==> src/rtl/ctp_consts.svh <==
// constants for the cascaded 16-bit timer with pwm output
// assumes a single 250 MHz system clock and a word-aligned register bus
// Functional notes
// - two halves form one 16-bit up-counter
// - match raises interrupt, clears, keeps counting
// - compare unbuffered outside pwm, instantly effective
// - event mode counts count pin falling edges
// - pwm width match toggles flop, no clear
// - pwm overflow toggles flop, clears, interrupts
// - preset bit loads flop; reset clears it
// - pwm pin shows inverted flop state
// - width double buffered, loads at interrupt
// - width read returns active value in pwm
// - stop holds pin; preset only after stop
// - selectable prescaled fc and fs source clocks
`ifndef CTP_CONSTS_SVH
`define CTP_CONSTS_SVH

// register byte offsets
`define CTP_OFS_LOWER_CTRL   5'h00
`define CTP_OFS_UPPER_CTRL   5'h04
`define CTP_OFS_CMP_LO       5'h08
`define CTP_OFS_CMP_HI       5'h0c
`define CTP_OFS_WID_LO       5'h10
`define CTP_OFS_WID_HI       5'h14
`define CTP_OFS_STATUS       5'h18
`define CTP_OFS_COUNT        5'h1c

// lower half control fields
`define CTP_LC_SRC_LSB       0
`define CTP_LC_SRC_MSB       2
`define CTP_LC_DIVSEL        3
`define CTP_LC_SLOW          4
`define CTP_LC_HPRESET       5

// upper half control fields
`define CTP_UC_MODE_LSB      0
`define CTP_UC_MODE_MSB      1
`define CTP_UC_RUN           2
`define CTP_UC_PRESET        3

// status fields
`define CTP_ST_FLOP          0
`define CTP_ST_RUN           1

// source clock select codes
`define CTP_SRC_FC_D11       3'h0
`define CTP_SRC_FC_D7        3'h1
`define CTP_SRC_FC_D5        3'h2
`define CTP_SRC_FC_D3        3'h3
`define CTP_SRC_FS           3'h4
`define CTP_SRC_FC_D1        3'h5
`define CTP_SRC_FC           3'h6
`define CTP_SRC_EXT          3'h7

// prescaler taps, msb index of the all-ones test
`define CTP_PRE_W            11
`define CTP_TAP_D11          10
`define CTP_TAP_D7           6
`define CTP_TAP_D5           4
`define CTP_TAP_D3           2
`define CTP_TAP_D1           0
`define CTP_FS_DIV_W         3

// reset values, count limits and the increment step
`define CTP_RST_BYTE         8'h00
`define CTP_RST_HALF         8'h00
`define CTP_RST_WORD         16'h0000
`define CTP_HALF_MAX         8'hff
`define CTP_WORD_MAX         16'hffff
`define CTP_ONE_BYTE         8'h01

`endif

==> src/rtl/ctp_pkg.sv <==
// types shared by the cascaded timer
// assumes the constants header is included by the design file
package ctp_pkg;
  // operating modes of the cascaded counter
  typedef enum logic [1:0] {
    CTP_TIMER,
    CTP_EVENT,
    CTP_PWM,
    CTP_RSVD
  } ctp_mode_e;
endpackage

==> src/rtl/ctp_timer.sv <==
// cascaded 16-bit timer, event counter and pwm generator with avalon slave
// assumes async pins count_input_pin_i and fs_clk_i, synced here
`timescale 1ns/1ps
`include "ctp_consts.svh"

module ctp_timer (
  input  wire logic        clk_sys_i,
  input  wire logic        resetn_i,
  input  wire logic [4:0]  address_i,
  input  wire logic        read_i,
  input  wire logic        write_i,
  input  wire logic [31:0] writedata_i,
  input  wire logic [3:0]  byteenable_i,
  output logic      [31:0] readdata_o,
  output logic             waitrequest_o,
  input  wire logic        count_input_pin_i,
  input  wire logic        fs_clk_i,
  output logic             pwm_out_pin_o,
  output logic             cascade_interrupt_o
);

  // register state
  logic [2:0]  src_sel;
  logic        divider_select_bit;
  logic        slow_mode;
  logic        half_flop_preset_bit;
  logic [1:0]  mode_field;
  logic        run_bit;
  logic        flop_preset_bit;
  logic [7:0]  compare_low_byte;
  logic [7:0]  compare_high_byte;
  logic [7:0]  width_low_byte;
  logic [7:0]  width_high_byte;
  logic [15:0] width_active;
  logic [7:0]  lower_half;
  logic [7:0]  upper_half;
  logic        output_flipflop;
  logic        ack;

  // synchronisers and clock dividers
  logic        cnt_pin_s1;
  logic        cnt_pin_s2;
  logic        cnt_pin_prev;
  logic        fs_s1;
  logic        fs_s2;
  logic        fs_prev;
  logic [`CTP_PRE_W-1:0]    pre_cnt;
  logic [`CTP_FS_DIV_W-1:0] fs_div;

  // bus handshake: one wait cycle, then the access completes
  wire         req      = read_i | write_i;
  wire         acc_wr   = write_i & ack;
  wire         be_lo    = byteenable_i[0];
  assign waitrequest_o  = req & ~ack;

  // write strobes
  wire wr_lower  = acc_wr & be_lo & (address_i == `CTP_OFS_LOWER_CTRL);
  wire wr_upper  = acc_wr & be_lo & (address_i == `CTP_OFS_UPPER_CTRL);
  wire wr_cmp_lo = acc_wr & be_lo & (address_i == `CTP_OFS_CMP_LO);
  wire wr_cmp_hi = acc_wr & be_lo & (address_i == `CTP_OFS_CMP_HI);
  wire wr_wid_lo = acc_wr & be_lo & (address_i == `CTP_OFS_WID_LO);
  wire wr_wid_hi = acc_wr & be_lo & (address_i == `CTP_OFS_WID_HI);
  wire new_run   = writedata_i[`CTP_UC_RUN];

  // mode decode
  ctp_pkg::ctp_mode_e mode;
  assign mode = ctp_pkg::ctp_mode_e'(mode_field);
  wire is_pwm   = (mode == ctp_pkg::CTP_PWM);
  wire is_event = (mode == ctp_pkg::CTP_EVENT);

  // counter and register views
  wire [15:0] count_val   = {upper_half, lower_half};
  wire [15:0] compare_val = {compare_high_byte, compare_low_byte};
  wire [15:0] width_buf   = {width_high_byte, width_low_byte};
  wire [15:0] width_view  = is_pwm ? width_active : width_buf;

  // source ticks from the free prescaler, the slow clock and the count pin
  wire fs_tick   = fs_s2 & ~fs_prev;
  wire fs8_tick  = fs_tick & (&fs_div);
  wire ext_tick  = cnt_pin_prev & ~cnt_pin_s2;
  wire t_d11     = &pre_cnt[`CTP_TAP_D11:0];
  wire t_d7      = &pre_cnt[`CTP_TAP_D7:0];
  wire t_d5      = &pre_cnt[`CTP_TAP_D5:0];
  wire t_d3      = &pre_cnt[`CTP_TAP_D3:0];
  wire t_d1      = pre_cnt[`CTP_TAP_D1];
  wire first_src = divider_select_bit ? fs8_tick : t_d11;

  // selected internal source, fc taps blocked in slow mode
  logic int_tick;
  always_comb begin
    int_tick = 1'b0;
    unique case (src_sel)
      `CTP_SRC_FC_D11: int_tick = slow_mode ? fs8_tick : first_src;
      `CTP_SRC_FC_D7:  int_tick = ~slow_mode & t_d7;
      `CTP_SRC_FC_D5:  int_tick = ~slow_mode & t_d5;
      `CTP_SRC_FC_D3:  int_tick = ~slow_mode & t_d3;
      `CTP_SRC_FS:     int_tick = fs_tick;
      `CTP_SRC_FC_D1:  int_tick = ~slow_mode & t_d1;
      `CTP_SRC_FC:     int_tick = ~slow_mode;
      `CTP_SRC_EXT:    int_tick = ext_tick;
    endcase
  end

  // count enable per mode; reserved mode never counts
  logic tick;
  always_comb begin
    tick = 1'b0;
    unique case (mode)
      ctp_pkg::CTP_TIMER: tick = (src_sel != `CTP_SRC_EXT) & int_tick;
      ctp_pkg::CTP_EVENT: tick = ext_tick;
      ctp_pkg::CTP_PWM:   tick = int_tick;
      default:            tick = 1'b0;
    endcase
  end

  // match, overflow and clear decode
  wire step      = run_bit & tick;
  wire cmp_match = ~is_pwm & (count_val == compare_val);
  wire wid_match = is_pwm & (count_val == width_active);
  wire overflow  = is_pwm & (count_val == `CTP_WORD_MAX);
  wire clr_evt   = cmp_match | overflow;
  wire carry     = (lower_half == `CTP_HALF_MAX);
  wire start_wr  = wr_upper & ~run_bit & new_run;
  wire flop_load = wr_upper & ~run_bit;

  // read data mux
  logic [31:0] rd_mux;
  always_comb begin
    rd_mux = 32'h0000_0000;
    unique case (address_i)
      `CTP_OFS_LOWER_CTRL: begin
        rd_mux[`CTP_LC_SRC_MSB:`CTP_LC_SRC_LSB] = src_sel;
        rd_mux[`CTP_LC_DIVSEL]  = divider_select_bit;
        rd_mux[`CTP_LC_SLOW]    = slow_mode;
        rd_mux[`CTP_LC_HPRESET] = half_flop_preset_bit;
      end
      `CTP_OFS_UPPER_CTRL: begin
        rd_mux[`CTP_UC_MODE_MSB:`CTP_UC_MODE_LSB] = mode_field;
        rd_mux[`CTP_UC_RUN]    = run_bit;
        rd_mux[`CTP_UC_PRESET] = flop_preset_bit;
      end
      `CTP_OFS_CMP_LO: rd_mux[7:0] = compare_low_byte;
      `CTP_OFS_CMP_HI: rd_mux[7:0] = compare_high_byte;
      `CTP_OFS_WID_LO: rd_mux[7:0] = width_view[7:0];
      `CTP_OFS_WID_HI: rd_mux[7:0] = width_view[15:8];
      `CTP_OFS_STATUS: begin
        rd_mux[`CTP_ST_FLOP] = output_flipflop;
        rd_mux[`CTP_ST_RUN]  = run_bit;
      end
      `CTP_OFS_COUNT:  rd_mux[15:0] = count_val;
      default:         rd_mux = 32'h0000_0000;                  // unmapped
    endcase
  end

  // bus answer: read data captured in the wait cycle
  always_ff @(posedge clk_sys_i) begin
    if (!resetn_i) begin
      ack        <= 1'b0;
      readdata_o <= 32'h0000_0000;
    end else begin
      ack <= req & ~ack;
      if (read_i & ~ack)
        readdata_o <= rd_mux;
    end
  end

  // two-flop synchronisers and edge history for the async pins
  always_ff @(posedge clk_sys_i) begin
    if (!resetn_i) begin
      cnt_pin_s1   <= 1'b1;
      cnt_pin_s2   <= 1'b1;
      cnt_pin_prev <= 1'b1;
      fs_s1        <= 1'b0;
      fs_s2        <= 1'b0;
      fs_prev      <= 1'b0;
    end else begin
      cnt_pin_s1   <= count_input_pin_i;
      cnt_pin_s2   <= cnt_pin_s1;
      cnt_pin_prev <= cnt_pin_s2;
      fs_s1        <= fs_clk_i;
      fs_s2        <= fs_s1;
      fs_prev      <= fs_s2;
    end
  end

  // free-running fc prescaler and fs divide-by-eight
  always_ff @(posedge clk_sys_i) begin
    if (!resetn_i) begin
      pre_cnt <= '0;
      fs_div  <= '0;
    end else begin
      pre_cnt <= pre_cnt + 1'b1;
      if (fs_tick)
        fs_div <= fs_div + 1'b1;
    end
  end

  // lower half control register
  always_ff @(posedge clk_sys_i) begin
    if (!resetn_i) begin
      src_sel              <= `CTP_SRC_FC_D11;
      divider_select_bit   <= 1'b0;
      slow_mode            <= 1'b0;
      half_flop_preset_bit <= 1'b0;
    end else if (wr_lower) begin
      src_sel              <= writedata_i[`CTP_LC_SRC_MSB:`CTP_LC_SRC_LSB];
      divider_select_bit   <= writedata_i[`CTP_LC_DIVSEL];
      slow_mode            <= writedata_i[`CTP_LC_SLOW];
      half_flop_preset_bit <= writedata_i[`CTP_LC_HPRESET];
    end
  end

  // upper half control register; every write loads mode, run and preset
  always_ff @(posedge clk_sys_i) begin
    if (!resetn_i) begin
      mode_field      <= 2'h0;
      run_bit         <= 1'b0;
      flop_preset_bit <= 1'b0;
    end else if (wr_upper) begin
      mode_field <= writedata_i[`CTP_UC_MODE_MSB:`CTP_UC_MODE_LSB];
      run_bit    <= new_run;
      flop_preset_bit <= writedata_i[`CTP_UC_PRESET];
    end
  end

  // compare bytes, used directly by the comparator
  always_ff @(posedge clk_sys_i) begin
    if (!resetn_i) begin
      compare_low_byte  <= `CTP_RST_BYTE;
      compare_high_byte <= `CTP_RST_BYTE;
    end else begin
      if (wr_cmp_lo)
        compare_low_byte <= writedata_i[7:0];
      if (wr_cmp_hi)
        compare_high_byte <= writedata_i[7:0];
    end
  end

  // width write buffer
  always_ff @(posedge clk_sys_i) begin
    if (!resetn_i) begin
      width_low_byte  <= `CTP_RST_BYTE;
      width_high_byte <= `CTP_RST_BYTE;
    end else begin
      if (wr_wid_lo)
        width_low_byte <= writedata_i[7:0];
      if (wr_wid_hi)
        width_high_byte <= writedata_i[7:0];
    end
  end

  // active width: follows buffer when stopped or outside pwm, loads at interrupt when run in pwm
  always_ff @(posedge clk_sys_i) begin
    if (!resetn_i)
      width_active <= `CTP_RST_WORD;
    else if (!run_bit || !is_pwm)
      width_active <= width_buf;
    else if (step && overflow)
      width_active <= width_buf;
  end

  // cascaded counter halves with carry from lower to upper
  always_ff @(posedge clk_sys_i) begin
    if (!resetn_i) begin
      lower_half <= `CTP_RST_HALF;
      upper_half <= `CTP_RST_HALF;
    end else if (start_wr) begin
      lower_half <= `CTP_RST_HALF;
      upper_half <= `CTP_RST_HALF;
    end else if (step) begin
      if (clr_evt) begin
        lower_half <= `CTP_RST_HALF;
        upper_half <= `CTP_RST_HALF;
      end else begin
        lower_half <= lower_half + `CTP_ONE_BYTE;
        if (carry)
          upper_half <= upper_half + `CTP_ONE_BYTE;
      end
    end
  end

  // output flip-flop: preset while stopped, toggles in pwm
  always_ff @(posedge clk_sys_i) begin
    if (!resetn_i)
      output_flipflop <= 1'b0;
    else if (flop_load)
      output_flipflop <= writedata_i[`CTP_UC_PRESET];
    else if (step && is_pwm)
      output_flipflop <= output_flipflop ^ wid_match ^ overflow;
  end

  // cascade interrupt pulse, one cycle per match or overflow
  always_ff @(posedge clk_sys_i) begin
    if (!resetn_i)
      cascade_interrupt_o <= 1'b0;
    else
      cascade_interrupt_o <= step & clr_evt;
  end

  // pin shows the inverse; stopped counter leaves it unchanged
  assign pwm_out_pin_o = ~output_flipflop;

endmodule

==> config.mk <==
export PLATFORM = sky130hd
export DESIGN_NAME = ctp_timer
export DESIGN_NICKNAME = d
export VERILOG_FILES = /design/src/rtl/ctp_pkg.sv /design/src/rtl/ctp_timer.sv
export VERILOG_INCLUDE_DIRS = /design/src /design/src/rtl
export SDC_FILE = /design/constraint.sdc
export NUM_CORES = 1
export LEC_CHECK = 0
export BUFFER_PORTS_ARGS = -buffer_cell sky130_fd_sc_hd__buf_2
export CAP_MARGIN = 20
export CORE_UTILIZATION = 30
export CTS_CLUSTER_SIZE = 24
export DETAILED_ROUTE_END_ITERATION = 10
export GPL_TIMING_DRIVEN = 1
export PLACE_DENSITY = 0.57
export SLEW_MARGIN = 25
export SYNTH_ARGS = -nofsm -noshare
export SYNTH_HDL_FRONTEND = slang
export SYNTH_SLANG_ARGS = --single-unit
==> constraint.sdc <==
create_clock -name clk_sys_i -period 3.38 [get_ports clk_sys_i]
set_clock_uncertainty 0.1 [all_clocks]
set_input_delay 0.338 -clock clk_sys_i [delete_from_list [all_inputs] [get_ports clk_sys_i]]
set_output_delay 0.338 -clock clk_sys_i [all_outputs]
set_load 0.05 [all_outputs]
[Yosys cells after proc, flatten, opt, wreduce, memory -nomap -nowiden]
Cells that the tools add are included.
Cells by class
  add/sub/neg operators: 4
  equality and inequality tests: 21
  mux-type cells: 17
  bitwise gates (word level): 37
  reduce and logical (&&, ||, !) cells: 18
Operators with widths (number)
  16-bit two-way mux: 3
  16-bit equality test: 2
  8-bit two-way mux: 4
  1-bit AND: 25
  5-bit equality test (second input constant): 4
  8-bit by 1-bit adder with 8-bit output (second input constant): 2
  16-bit equality test (second input constant): 1
  2-bit one-hot mux with 8 select lines: 1
  2-bit one-hot mux with 7 select lines: 1
  3-bit equality test (second input constant): 4
  2-bit one-hot mux with 6 select lines: 1
  11-bit by 1-bit adder with 11-bit output (second input constant): 1
  11-bit AND reduction: 1
  5-bit by 4-bit equality test with 1-bit output (second input constant): 2
  2-bit one-hot mux with 5 select lines: 1
  8-bit equality test (second input constant): 1
  1-bit inverter: 8
  1-bit one-hot mux with 8 select lines: 1
  7-bit AND reduction: 1
  3-bit by 2-bit equality test with 1-bit output (second input constant): 2
  3-bit AND reduction: 2
  2-bit nonzero test: 3
  5-bit by 3-bit equality test with 1-bit output (second input constant): 1
  5-bit logical NOT: 1
  17 further kinds: 24
Word-level totals
  register bits: 113
  bits of input ports: 47
  output and inout port bits: 35
  word-level logic and storage cells: 123

[Longest topological paths before layout]
Gate-level depths: netlist of the first run.
  word-level depth: 12
  mapped depth: 10
  gate-level depth less buffers: 9

[Worst setup path before layout of the first run]
OpenSTA, ideal clock, no wires.
  path kind: register -> register
  from: register pre_cnt[0]
  to: register upper_half[6]
  setup time: 0.121 ns
  arrival: 2.290 ns
  required time: 3.159 ns
  slack: 0.869 ns
  cell stages (with the launch flop): 11
  path buffers: 1
  period minus slack after synthesis: 2.511 ns
  cell sequence: dfxtp_1 ha_1 and3_1 ha_1 nand3_1 a2111o_1 a221oi_4 buf_6 o21ai_0 a22oi_1 nor2_1
On the way
  word-level cells in the longest chain between the ends: 8
  elaborated cells between the ends (all ways): 15
  classes of those cells: 4 x mux; 6 x bitwise; 5 x reduce/logical
Ends and longest elaborated chain
  from (decl): line ctp_timer.sv:47  | logic [`CTP_PRE_W-1:0] pre_cnt;
  from (signal assigned): line ctp_timer.sv:192  | pre_cnt <= pre_cnt + 1'b1;
  11-bit AND reduction: line ctp_timer.sv:81  | wire t_d11 = &pre_cnt[`CTP_TAP_D11:0];
  1-bit two-way mux: line ctp_timer.sv:86  | wire first_src = divider_select_bit ? fs8_tick : t_d11;
  1-bit two-way mux: line ctp_timer.sv:93  | `CTP_SRC_FC_D11: int_tick = slow_mode ? fs8_tick : first_src;
  1-bit one-hot mux with 8 select lines *: line ctp_timer.sv:92  | unique case (src_sel)
  1-bit AND: line ctp_timer.sv:109  | ctp_pkg::CTP_TIMER: tick = (src_sel != `CTP_SRC_EXT) & int_tick;
  1-bit one-hot mux with 3 select lines *: line ctp_timer.sv:108  | unique case (mode)
  1-bit AND *: line ctp_timer.sv:117  | wire step = run_bit & tick;
  2-bit AND reduction (no line) *
  to (signal assigned): line ctp_timer.sv:266  | upper_half <= `CTP_RST_HALF;
  to (signal assigned): line ctp_timer.sv:269  | upper_half <= `CTP_RST_HALF;
  to (signal assigned): line ctp_timer.sv:273  | upper_half <= `CTP_RST_HALF;
  to (decl): line ctp_timer.sv:36  | logic [7:0] upper_half;
Mark *: on every way between the ends. The rest lies on a longest branch, timed or not.
A chain may end at the register's enable or synchronous reset.

[Worst setup path after layout of the first run]
  from: register pre_cnt[0]
  to: register lower_half[6]
On the way
  word-level cells in the longest chain between the ends: 7
  elaborated cells between the ends (all ways): 14
  classes of those cells: 4 x mux; 6 x bitwise; 4 x reduce/logical
Ends and longest elaborated chain
  11-bit AND reduction: line ctp_timer.sv:81
  1-bit two-way mux: line ctp_timer.sv:86
  1-bit two-way mux: line ctp_timer.sv:93
  1-bit one-hot mux with 8 select lines *: line ctp_timer.sv:92
  1-bit AND: line ctp_timer.sv:109
  1-bit one-hot mux with 3 select lines *: line ctp_timer.sv:108
  1-bit AND *: line ctp_timer.sv:117
  to (signal assigned): line ctp_timer.sv:265  | lower_half <= `CTP_RST_HALF;
  to (signal assigned): line ctp_timer.sv:268  | lower_half <= `CTP_RST_HALF;
  to (signal assigned): line ctp_timer.sv:272  | lower_half <= `CTP_RST_HALF;
  to (decl): line ctp_timer.sv:35  | logic [7:0] lower_half;
Marked as above.

==> impl_metrics.py, run 1 <==
metrics = {
    "outcome": {
        "status": "complete, no violations",
    },
    "synthesis": {
        "yosys_warnings": 0,
        "ys_top_cells_by_area": "dfxtp_1, mux2i_1, nor2b_1",
        "synth_cells": 667,
        "yosysSeqAreaShare": 0.387,
        "synth.avg_cell_area_um2": 8.76,
        "ys_ff_latch": 113,
        "synth_cell_type_count": 51,
        "synth_edf_count": 0,
        "syn_area_um2": 5840,
        "ys.flop_type": "dfxtp_1",
        "synth_top_area_cell": "dfxtp_1",
        "synth-async-reset-ratio": 0,
        "synth_top_area_share": 0.387,
    },
    "worst_setup_path": {
        "path_max_fanout": 9,
        "arrival_ns": 3.15,
        "critPathLaunchType": "register",
        "path_class": "register to register",
        "max_stage_delay_ns": 0.49,
        "cpMostUsedCell": "ha_1",
        "critPathLaunch": "pre_cnt[0]",
        "endpoint_kind": "register",
        "crit_chain": "ha_1 -> and3_1 -> ha_1 -> nand3_1 -> a2111o_1 -> a221oi_4 -> buf_4 -> nand4_1 -> xor2_1 -> nor2_1",
        "required_ns": 3.58,
        "crit_slowest_cell": "a2111o_1",
        "r2r_start": "pre_cnt[0]",
    },
    "cts": {
        "h-tree-depth": 4,
        "cts_buffers": 17,
        "cts_setup_buffers": 0,
        "clkLatencyLatePin_ns": 0.42,
        "cts_root_buf": "clkbuf_16",
        "clk_pin_slew_ns": 0.05,
        "clockBufferDepth": 2,
        "cts.sinks": 113,
        "cts_tree": "yes",
    },
    "detailed_routing": {
        "drc": 0,
        "dr.pass1.iters": 5,
        "vias_per_cell": 4.92,
        "wl_per_cell_um": 15.6,
        "drt_wl_total_um": 15100,
        "drt_iter0_markers": 330,
        "vias": 4756,
        "ant_nets": 0,
    },
    "die": {
        "die-height_um": 142,
        "die-area_um2": 20000,
        "chipWidth_um": 142,
        "num_io_pins": 82,
        "fp-row-count": 50,
        "coreArea_um2": 18900,
        "start_util": 0.309,
    },
    "finish": {
        "antennaDiodeCount": 0,
        "drive_gt1_frac": 0.139,
        "final_cells": 967,
        "finalNetCount": 748,
        "postLayoutCellArea_um2": 6880,
        "fin_util": 0.364,
        "area_growth_pct": 17.8,
    },
    "power": {
        "vdd_drop_max_v": 0.000356,
        "p_per_area_nw_per_um2": 497,
        "cellLeakagePower_uw": 0.00268,
    },
    "sta": {
        "period_minus_slack_ns": 2.95,
        "tns_ns": 0,
        "fin_crit_sh": 0.873,
        "hold_slack_ns": 0.116,
        "slew_headroom": 0.314,
        "finalSetupViolCount": 0,
        "slew_violations": 0,
        "grt_setup_unrepaired": "no",
        "worst_pin_slew_ns": 1.02,
        "hold_violations": 0,
        "clock.fmax_mhz": 339,
    },
    "grt": {
        "grt_max_degree": 117,
        "antenna_found_initial": 0,
        "track_usage": 0.156,
        "globalRouteOverflowTotal": 0,
        "grt_pass1_wl_um": 23600,
        "grt_pass1_vias": 4333,
    },
    "placed_design": {
        "dpl.hpwl_um": 10500,
        "dp_cells": 932,
        "dpl_cell_area_um2": 6210,
        "gp_congestion": 0.798,
        "port_buffers": 38,
    },
    "min_path": {
        "hold_start": "writedata_i[7]",
        "hold_class": "primary input to register",
    },
    "job": {
        "maxCapViolCount": 0,
    },
}
==> worst paths after layout <==
path	slack, ns	end	cells after the start
worst max-delay path	0.43	lower_half[6]	10
worst min-delay path	0.12	width_high_byte[7]	3
worst max register to register	0.43	lower_half[6]	10
worst min register to register	0.31	cnt_pin_s2	1
==> cells in the final DEF (no fill, tap or decap), types with 4 or more instances in the layout <==
cell type / netlist / layout
dfxtp_1: 113 / 113
nor2b_1: 56 / 56
nand2_1: 55 / 55
mux2i_1: 50 / 50
buf_2: 3 / 38
o21ai_0: 37 / 37
nand3_1: 32 / 32
nor2_1: 29 / 29
xor2_1: 24 / 24
xnor2_1: 21 / 21
a22oi_1: 19 / 19
and2_1: 17 / 17
clkbuf_16: 0 / 17
nand2b_1: 16 / 16
conb_1: 1 / 16
a21oi_1: 14 / 13
nand4_1: 13 / 13
buf_4: 17 / 13
and3_1: 12 / 12
nor3_1: 11 / 11
a21boi_0: 11 / 11
o22ai_1: 8 / 8
mux2_2: 8 / 8
ha_1: 7 / 7
nor4_1: 6 / 6
a41oi_1: 6 / 6
a31oi_1: 5 / 5
clkinv_2: 0 / 5
clkbuf_8: 0 / 5
inv_1: 4 / 4
a311oi_1: 4 / 4
==> sequential cells by signal, indices dropped and copies added (netlist names), 2 cells and up <==
name               flops
width_active          16
lower_half             8
compare_high_byte      8
mode                   2
width_low_byte         8
compare_low_byte       8
pre_cnt               11
upper_half             8
fs_div                 3
width_high_byte        8
src_sel                3
readdata_o            16
==> logic make-up after synthesis <==
kind of cell | after synthesis | share of synthesized area
AND/OR/NAND/NOR | 259 | 0.237
AO/OA/AOI/OAI | 118 | 0.133
flip-flops | 113 | 0.387
buffers and inverters | 65 | 0.0546
multiplexers | 59 | 0.105
XOR/XNOR | 45 | 0.0675
adder cells (fa/ha/maj) | 7 | 0.0150
other | 1 | 0.000642
==> cell usage after synthesis (3+ instances only) <==
cell type,count
dfxtp_1,113
nor2b_1,56
nand2_1,55
mux2i_1,50
clkbuf_1,37
o21ai_0,37
nand3_1,32
nor2_1,29
xor2_1,24
xnor2_1,21
a22oi_1,19
and2_1,17
buf_4,17
nand2b_1,16
a21oi_1,14
nand4_1,13
and3_1,12
a21boi_0,11
nor3_1,11
mux2_2,8
o22ai_1,8
ha_1,7
a41oi_1,6
nor4_1,6
a31oi_1,5
a311oi_1,4
inv_1,4
buf_1,3
buf_2,3
o21ai_1,3
or3_1,3
==> through the flow <==
stage	power (µW)	worst slack [ns]
after floorplan	1520	0.869
after global placement	1560	0.434
after detailed placement	1560	0.436
after CTS	3450	0.427
after global routing	3530	0.213
final	3420	0.429
==> critical path: cells and delay by family (launching register included) <==
kind / cells / cell delay [ns]
xor gates and xnor gates: 1 / 0.16
DFF: 1 / 0.45
AOI/OAI and AO/OA: 2 / 0.93
buffers and inverters: 1 / 0.26
adders and majority gates: 2 / 0.49
and+or+nand+nor: 4 / 0.43
==> area by class of cell <==
class	instances	area, µm²
fill	1984	12000
multi-input combinational	504	3320
sequential	113	2260
clock buffer	22	494
timing repair buffer	54	335
tap	260	325
clock inverter	10	130
inverter	4	15.0
==> routing by layer <==
| layer | routed length [µm] | vias to the layer above | GRT usage |
|---|---|---|---|
| li1 | - | 2371 | - |
| met1 | 7360 | 2225 | 0.217 |
| met2 | 6640 | 141 | 0.232 |
| met3 | 874 | 19 | 0.0354 |
| met4 | 231 | 0 | 0.0600 |
| met5 | 0 | - | 0 |
==> report_power, final <==
part	leakage (µW)	internal, µW	switching [µW]
logic	0.00146	49.7	136
clock network	0.000308	1250	631
registers	0.000912	1340	9.41
==> repair_timing <==
item                      CTS  global route
hold buffers                2             0
hold endpoints to repair    2             0
resized for setup           0             0
Note: power is estimated with default switching activity, not from simulation.
==> run 2, diff against run 1 <==
==> constraint.sdc (replaced) <==
create_clock -name clk_sys_i -period 3.38 [get_ports clk_sys_i]
set_clock_uncertainty 0.1 [all_clocks]
set_input_delay 0.676 -clock clk_sys_i [delete_from_list [all_inputs] [get_ports clk_sys_i]]
set_output_delay 0.676 -clock clk_sys_i [all_outputs]
set_load 0.05 [all_outputs]
==> impl_metrics.py, run 2 (synthesis gave the netlist of run 1 again) <==
metrics = {
    "cts": {
        "cts.sinks": 113,
        "postCtsHoldBufs": 0,
        "h-tree-depth": 4,
        "clk_pin_slew_ns": 0.05,
        "cts_root_buf": "clkbuf_16",
        "postCtsResizedCells": 0,
        "cts_tree": "yes",
        "cts_buffers": 17,
        "cts_setup_buffers": 0,
        "clkLatencyLatePin_ns": 0.41,
        "clockBufferDepth": 2,
    },
    "grt": {
        "grt_max_degree": 79,
        "top_usage_layer": "met2",
        "grt_pass1_vias": 4402,
        "antenna_found_initial": 0,
        "met1_usage": 0.224,
        "grt_pass1_wl_um": 24600,
        "grtUsageMet2": 0.244,
        "use_met3": 0.0321,
        "globalRouteOverflowTotal": 0,
        "track_usage": 0.159,
    },
    "power": {
        "cellLeakagePower_uw": 0.00265,
        "vdd_drop_max_v": 0.000319,
        "p_per_area_nw_per_um2": 479,
        "power.total_uw": 3260,
    },
    "die": {
        "fp-row-count": 50,
        "coreArea_um2": 18900,
        "die-area_um2": 20000,
        "chipWidth_um": 142,
        "die-height_um": 142,
        "start_util": 0.309,
        "num_io_pins": 82,
    },
    "worst_setup_path": {
        "path_max_fanout": 7,
        "required_ns": 3.56,
        "critPathLaunchType": "register",
        "endpoint_kind": "register",
        "path_class": "register to register",
        "arrival_ns": 3.07,
    },
    "detailed_routing": {
        "ant_nets": 0,
        "dr.pass1.iters": 5,
        "vias": 4712,
        "vias_per_cell": 4.87,
        "drt_iter0_markers": 325,
        "drc": 0,
        "drt_wl_total_um": 15200,
        "wl_per_cell_um": 15.7,
    },
    "finish": {
        "postLayoutCellArea_um2": 6810,
        "finalNetCount": 748,
        "drive_gt1_frac": 0.140,
        "reg_top3": "readdata_o: 16 flops, width_active: 16 flops, pre_cnt: 11 flops",
        "mostFrequentLayoutCells": "dfxtp_1, nor2b_1, nand2_1",
        "final_common_cell": "dfxtp_1",
        "antennaDiodeCount": 0,
        "area_growth_pct": 16.5,
    },
    "placed_design": {
        "gp_congestion": 0.824,
        "dpl.hpwl_um": 10700,
        "pre_cts_ws_ns": 0.375,
        "port_buffers": 38,
        "dpl_cell_area_um2": 6230,
    },
    "sta": {
        "fin_crit_sh": 0.855,
        "slew_violations": 0,
        "tns_ns": 0,
        "worst_pin_slew_ns": 0.801,
        "clock.fmax_mhz": 346,
        "grt_setup_unrepaired": "no",
        "slew_headroom": 0.466,
        "setup_ws_ns": 0.488,
        "hold_violations": 0,
        "period_minus_slack_ns": 2.89,
        "finalSetupViolCount": 0,
    },
    "min_path": {
        "hold_class": "register to register",
    },
    "job": {
        "maxCapViolCount": 0,
    },
    "outcome": {
        "status": "complete, no violations",
    },
}
[run 2: cell types whose count changed in the layout (fill, tap and decap cells not counted), sizes merged]
cell / delta
buf: +2
dlygate4sd3: -2
clkinvlp: +1
clkbuf: +1
bufinv: -2
[run 2: final timing paths]
check                   from            end  slack [ns]  cells after the start
hold / removal    cnt_pin_s1     cnt_pin_s2        0.31                      1
setup reg to reg  pre_cnt[1]  lower_half[1]        0.49                      9
setup / recovery  pre_cnt[1]  lower_half[1]        0.49                      9
hold reg to reg   cnt_pin_s1     cnt_pin_s2        0.31                      1
[run 2: metrics by stage]
step	hold slack [ns]	utilization	cells
2_1_floorplan	0.286	-	682
3_3_place_gp	0.295	0.330	935
3_5_place_dp	0.292	0.330	935
4_1_cts	0.306	0.360	967
5_1_grt	0.339	0.360	967
6_report	0.306	0.360	967
[run 2: power by group]
part	total (µW)	switching [µW]	internal (µW)
logic	184	137	47.2
registers	1350	8.13	1340
clock network	1720	639	1080
total	3260	784	2480
[run 2: final cells by class]
type	instances	area, µm²
fill	1980	12100
tap	260	325
timing repair buffer	54	310
clock buffer	23	488
inverter	4	15.0
sequential	113	2260
clock inverter	9	81.3
multi-input combinational	504	3320
[run 2: layer usage]
metal  share of wire  vias to the layer above  wire (µm)
met2            0.43                      128       6590
li1                -                     2364          -
met4           0.014                        0        216
met5               0                        -          0
met1            0.49                     2203       7520
met3           0.057                       17        873
[run 2: critical path, stage by stage (launching register included)]
cell and delay, ns:
dfxtp_1 0.40, ha_1 0.33, and3_1 0.19, ha_1 0.14, nand3_1 0.07, a2111o_1 0.50
a22oi_1 0.27, nand3_1 0.21, o21ai_1 0.45, nor2_1 0.10
==> run 3, diff against run 2 <==
MAX_ROUTING_LAYER = met4   (was default)
==> impl_metrics.py, run 3 (synthesis gave the netlist of run 1 again) <==
metrics = {
    "cts": {
        "cts.sinks": 113,
        "postCtsResizedCells": 0,
        "h-tree-depth": 4,
        "clkLatencyLatePin_ns": 0.41,
        "cts_tree": "yes",
        "postCtsHoldBufs": 0,
        "clk_pin_slew_ns": 0.05,
        "cts_buffers": 17,
        "clockBufferDepth": 2,
        "cts_root_buf": "clkbuf_16",
        "cts_setup_buffers": 0,
    },
    "worst_setup_path": {
        "path_max_fanout": 7,
        "reg2regPathDepth": 9,
        "critPathLaunch": "pre_cnt[1]",
        "path_class": "register to register",
        "r2r_start": "pre_cnt[1]",
        "crit_end": "lower_half[1]",
        "r2r_slack_ns": 0.48,
        "critical_path_cell_count": 9,
        "cp_num_buf_inv": 0,
        "arrival_ns": 3.09,
        "crit_slowest_cell": "a2111o_1",
        "crit_chain": "ha_1 -> and3_1 -> ha_1 -> nand3_1 -> a2111o_1 -> a22oi_1 -> nand3_1 -> o21ai_1 -> nor2_1",
        "critPathLaunchType": "register",
        "r2r-end": "lower_half[1]",
        "crit_family": "compound AO/OA/AOI/OAI gates",
        "endpoint_kind": "register",
        "max_stage_delay_ns": 0.50,
        "required_ns": 3.56,
    },
    "sta": {
        "setup_ws_ns": 0.477,
        "slew_violations": 0,
        "hold_violations": 0,
        "hold_slack_ns": 0.305,
        "grt_setup_unrepaired": "no",
        "slew_headroom": 0.472,
        "finalSetupViolCount": 0,
        "worst_pin_slew_ns": 0.793,
        "clock.fmax_mhz": 344,
        "fin_crit_sh": 0.859,
        "period_minus_slack_ns": 2.90,
        "tns_ns": 0,
    },
    "power": {
        "combPwrFrac": 0.056,
        "pwr-share-seq": 0.415,
        "vdd_drop_max_v": 0.000320,
        "cellLeakagePower_uw": 0.00265,
        "power.total_uw": 3260,
        "p_clk_frac": 0.529,
        "p_sw_uw": 787,
        "swShare": 0.241,
        "internal-power_uw": 2470,
        "p_per_area_nw_per_um2": 479,
    },
    "placed_design": {
        "port_buffers": 38,
        "pre_cts_ws_ns": 0.375,
        "gp_congestion": 0.837,
        "dpl.hpwl_um": 10700,
    },
    "detailed_routing": {
        "drt_iter0_markers": 349,
        "wl_per_cell_um": 15.8,
        "ant_nets": 0,
        "vias_per_cell": 4.90,
        "drt_wl_total_um": 15200,
        "vias": 4734,
        "drc": 0,
        "dr.pass1.iters": 5,
    },
    "grt": {
        "track_usage": 0.164,
        "grt_pass1_vias": 4411,
        "grt_pass1_wl_um": 24600,
        "grt_max_degree": 79,
        "globalRouteOverflowTotal": 0,
        "antenna_found_initial": 0,
    },
    "finish": {
        "antennaDiodeCount": 0,
        "area_growth_pct": 16.5,
        "mostFrequentLayoutCells": "dfxtp_1, nor2b_1, nand2_1",
        "drive_gt1_frac": 0.140,
        "reg_top3": "readdata_o: 16 flops, width_active: 16 flops, pre_cnt: 11 flops",
        "fin_util": 0.360,
        "finalNetCount": 748,
        "final_common_cell": "dfxtp_1",
    },
    "die": {
        "die-area_um2": 20000,
        "coreArea_um2": 18900,
        "chipWidth_um": 142,
        "fp-row-count": 50,
        "start_util": 0.309,
        "num_io_pins": 82,
        "die-height_um": 142,
    },
    "min_path": {
        "hold_class": "register to register",
    },
    "job": {
        "maxCapViolCount": 0,
    },
    "outcome": {
        "status": "complete, no violations",
    },
}
run 3: how the worst min path moves through the flow:
stage	from	end	depth (start not counted)
2_1_floorplan	cnt_pin_s1	cnt_pin_s2	1
3_3_place_gp	cnt_pin_s1	cnt_pin_s2	1
3_5_place_dp	cnt_pin_s1	cnt_pin_s2	1
4_1_cts	cnt_pin_s1	cnt_pin_s2	1
5_1_grt	fs_s1	fs_s2	1
6_report	cnt_pin_s1	cnt_pin_s2	1
run 3: layout make-up:
cell class / instances / area, µm²
clock inverters: 9 / 81.3
multi-input cells: 504 / 3320
clock buffers: 23 / 488
inverters: 4 / 15.0
repair buffers: 54 / 310
well taps: 260 / 325
flip-flops and latches: 113 / 2260
fillers: 1980 / 12100
run 3: worst register-to-register path: stages, from the launching register on:
cell and delay [ns]:
dfxtp_1 0.40, ha_1 0.33, and3_1 0.19, ha_1 0.14, nand3_1 0.07, a2111o_1 0.50, a22oi_1 0.28, nand3_1 0.22
o21ai_1 0.45, nor2_1 0.10
run 3: metrics by stage:
step | std cells | cell area, µm²
6_report | 967 | 6810
5_1_grt | 967 | 6810
4_1_cts | 967 | 6800
3_5_place_dp | 935 | 6230
3_3_place_gp | 935 | 6230
2_1_floorplan | 682 | 5900
run 3: metal layers:
layer  wire, µm  vias to the layer above  share of wire  GRT usage
met3        826                       10          0.054     0.0364
met4        123                        0         0.0081     0.0413
met1       7640                     2235           0.50      0.225
li1           -                     2366              -          -
met5          0                        -              0          -
met2       6650                      123           0.44      0.243
run 3: power by group through the flow:
stage	clock (µW)	sequential (µW)	combinational, µW
after floorplan	0	1380	137
after global placement	0	1380	183
after detailed placement	0	1380	184
after CTS	1750	1350	184
after global routing	1820	1350	199
final	1730	1350	184
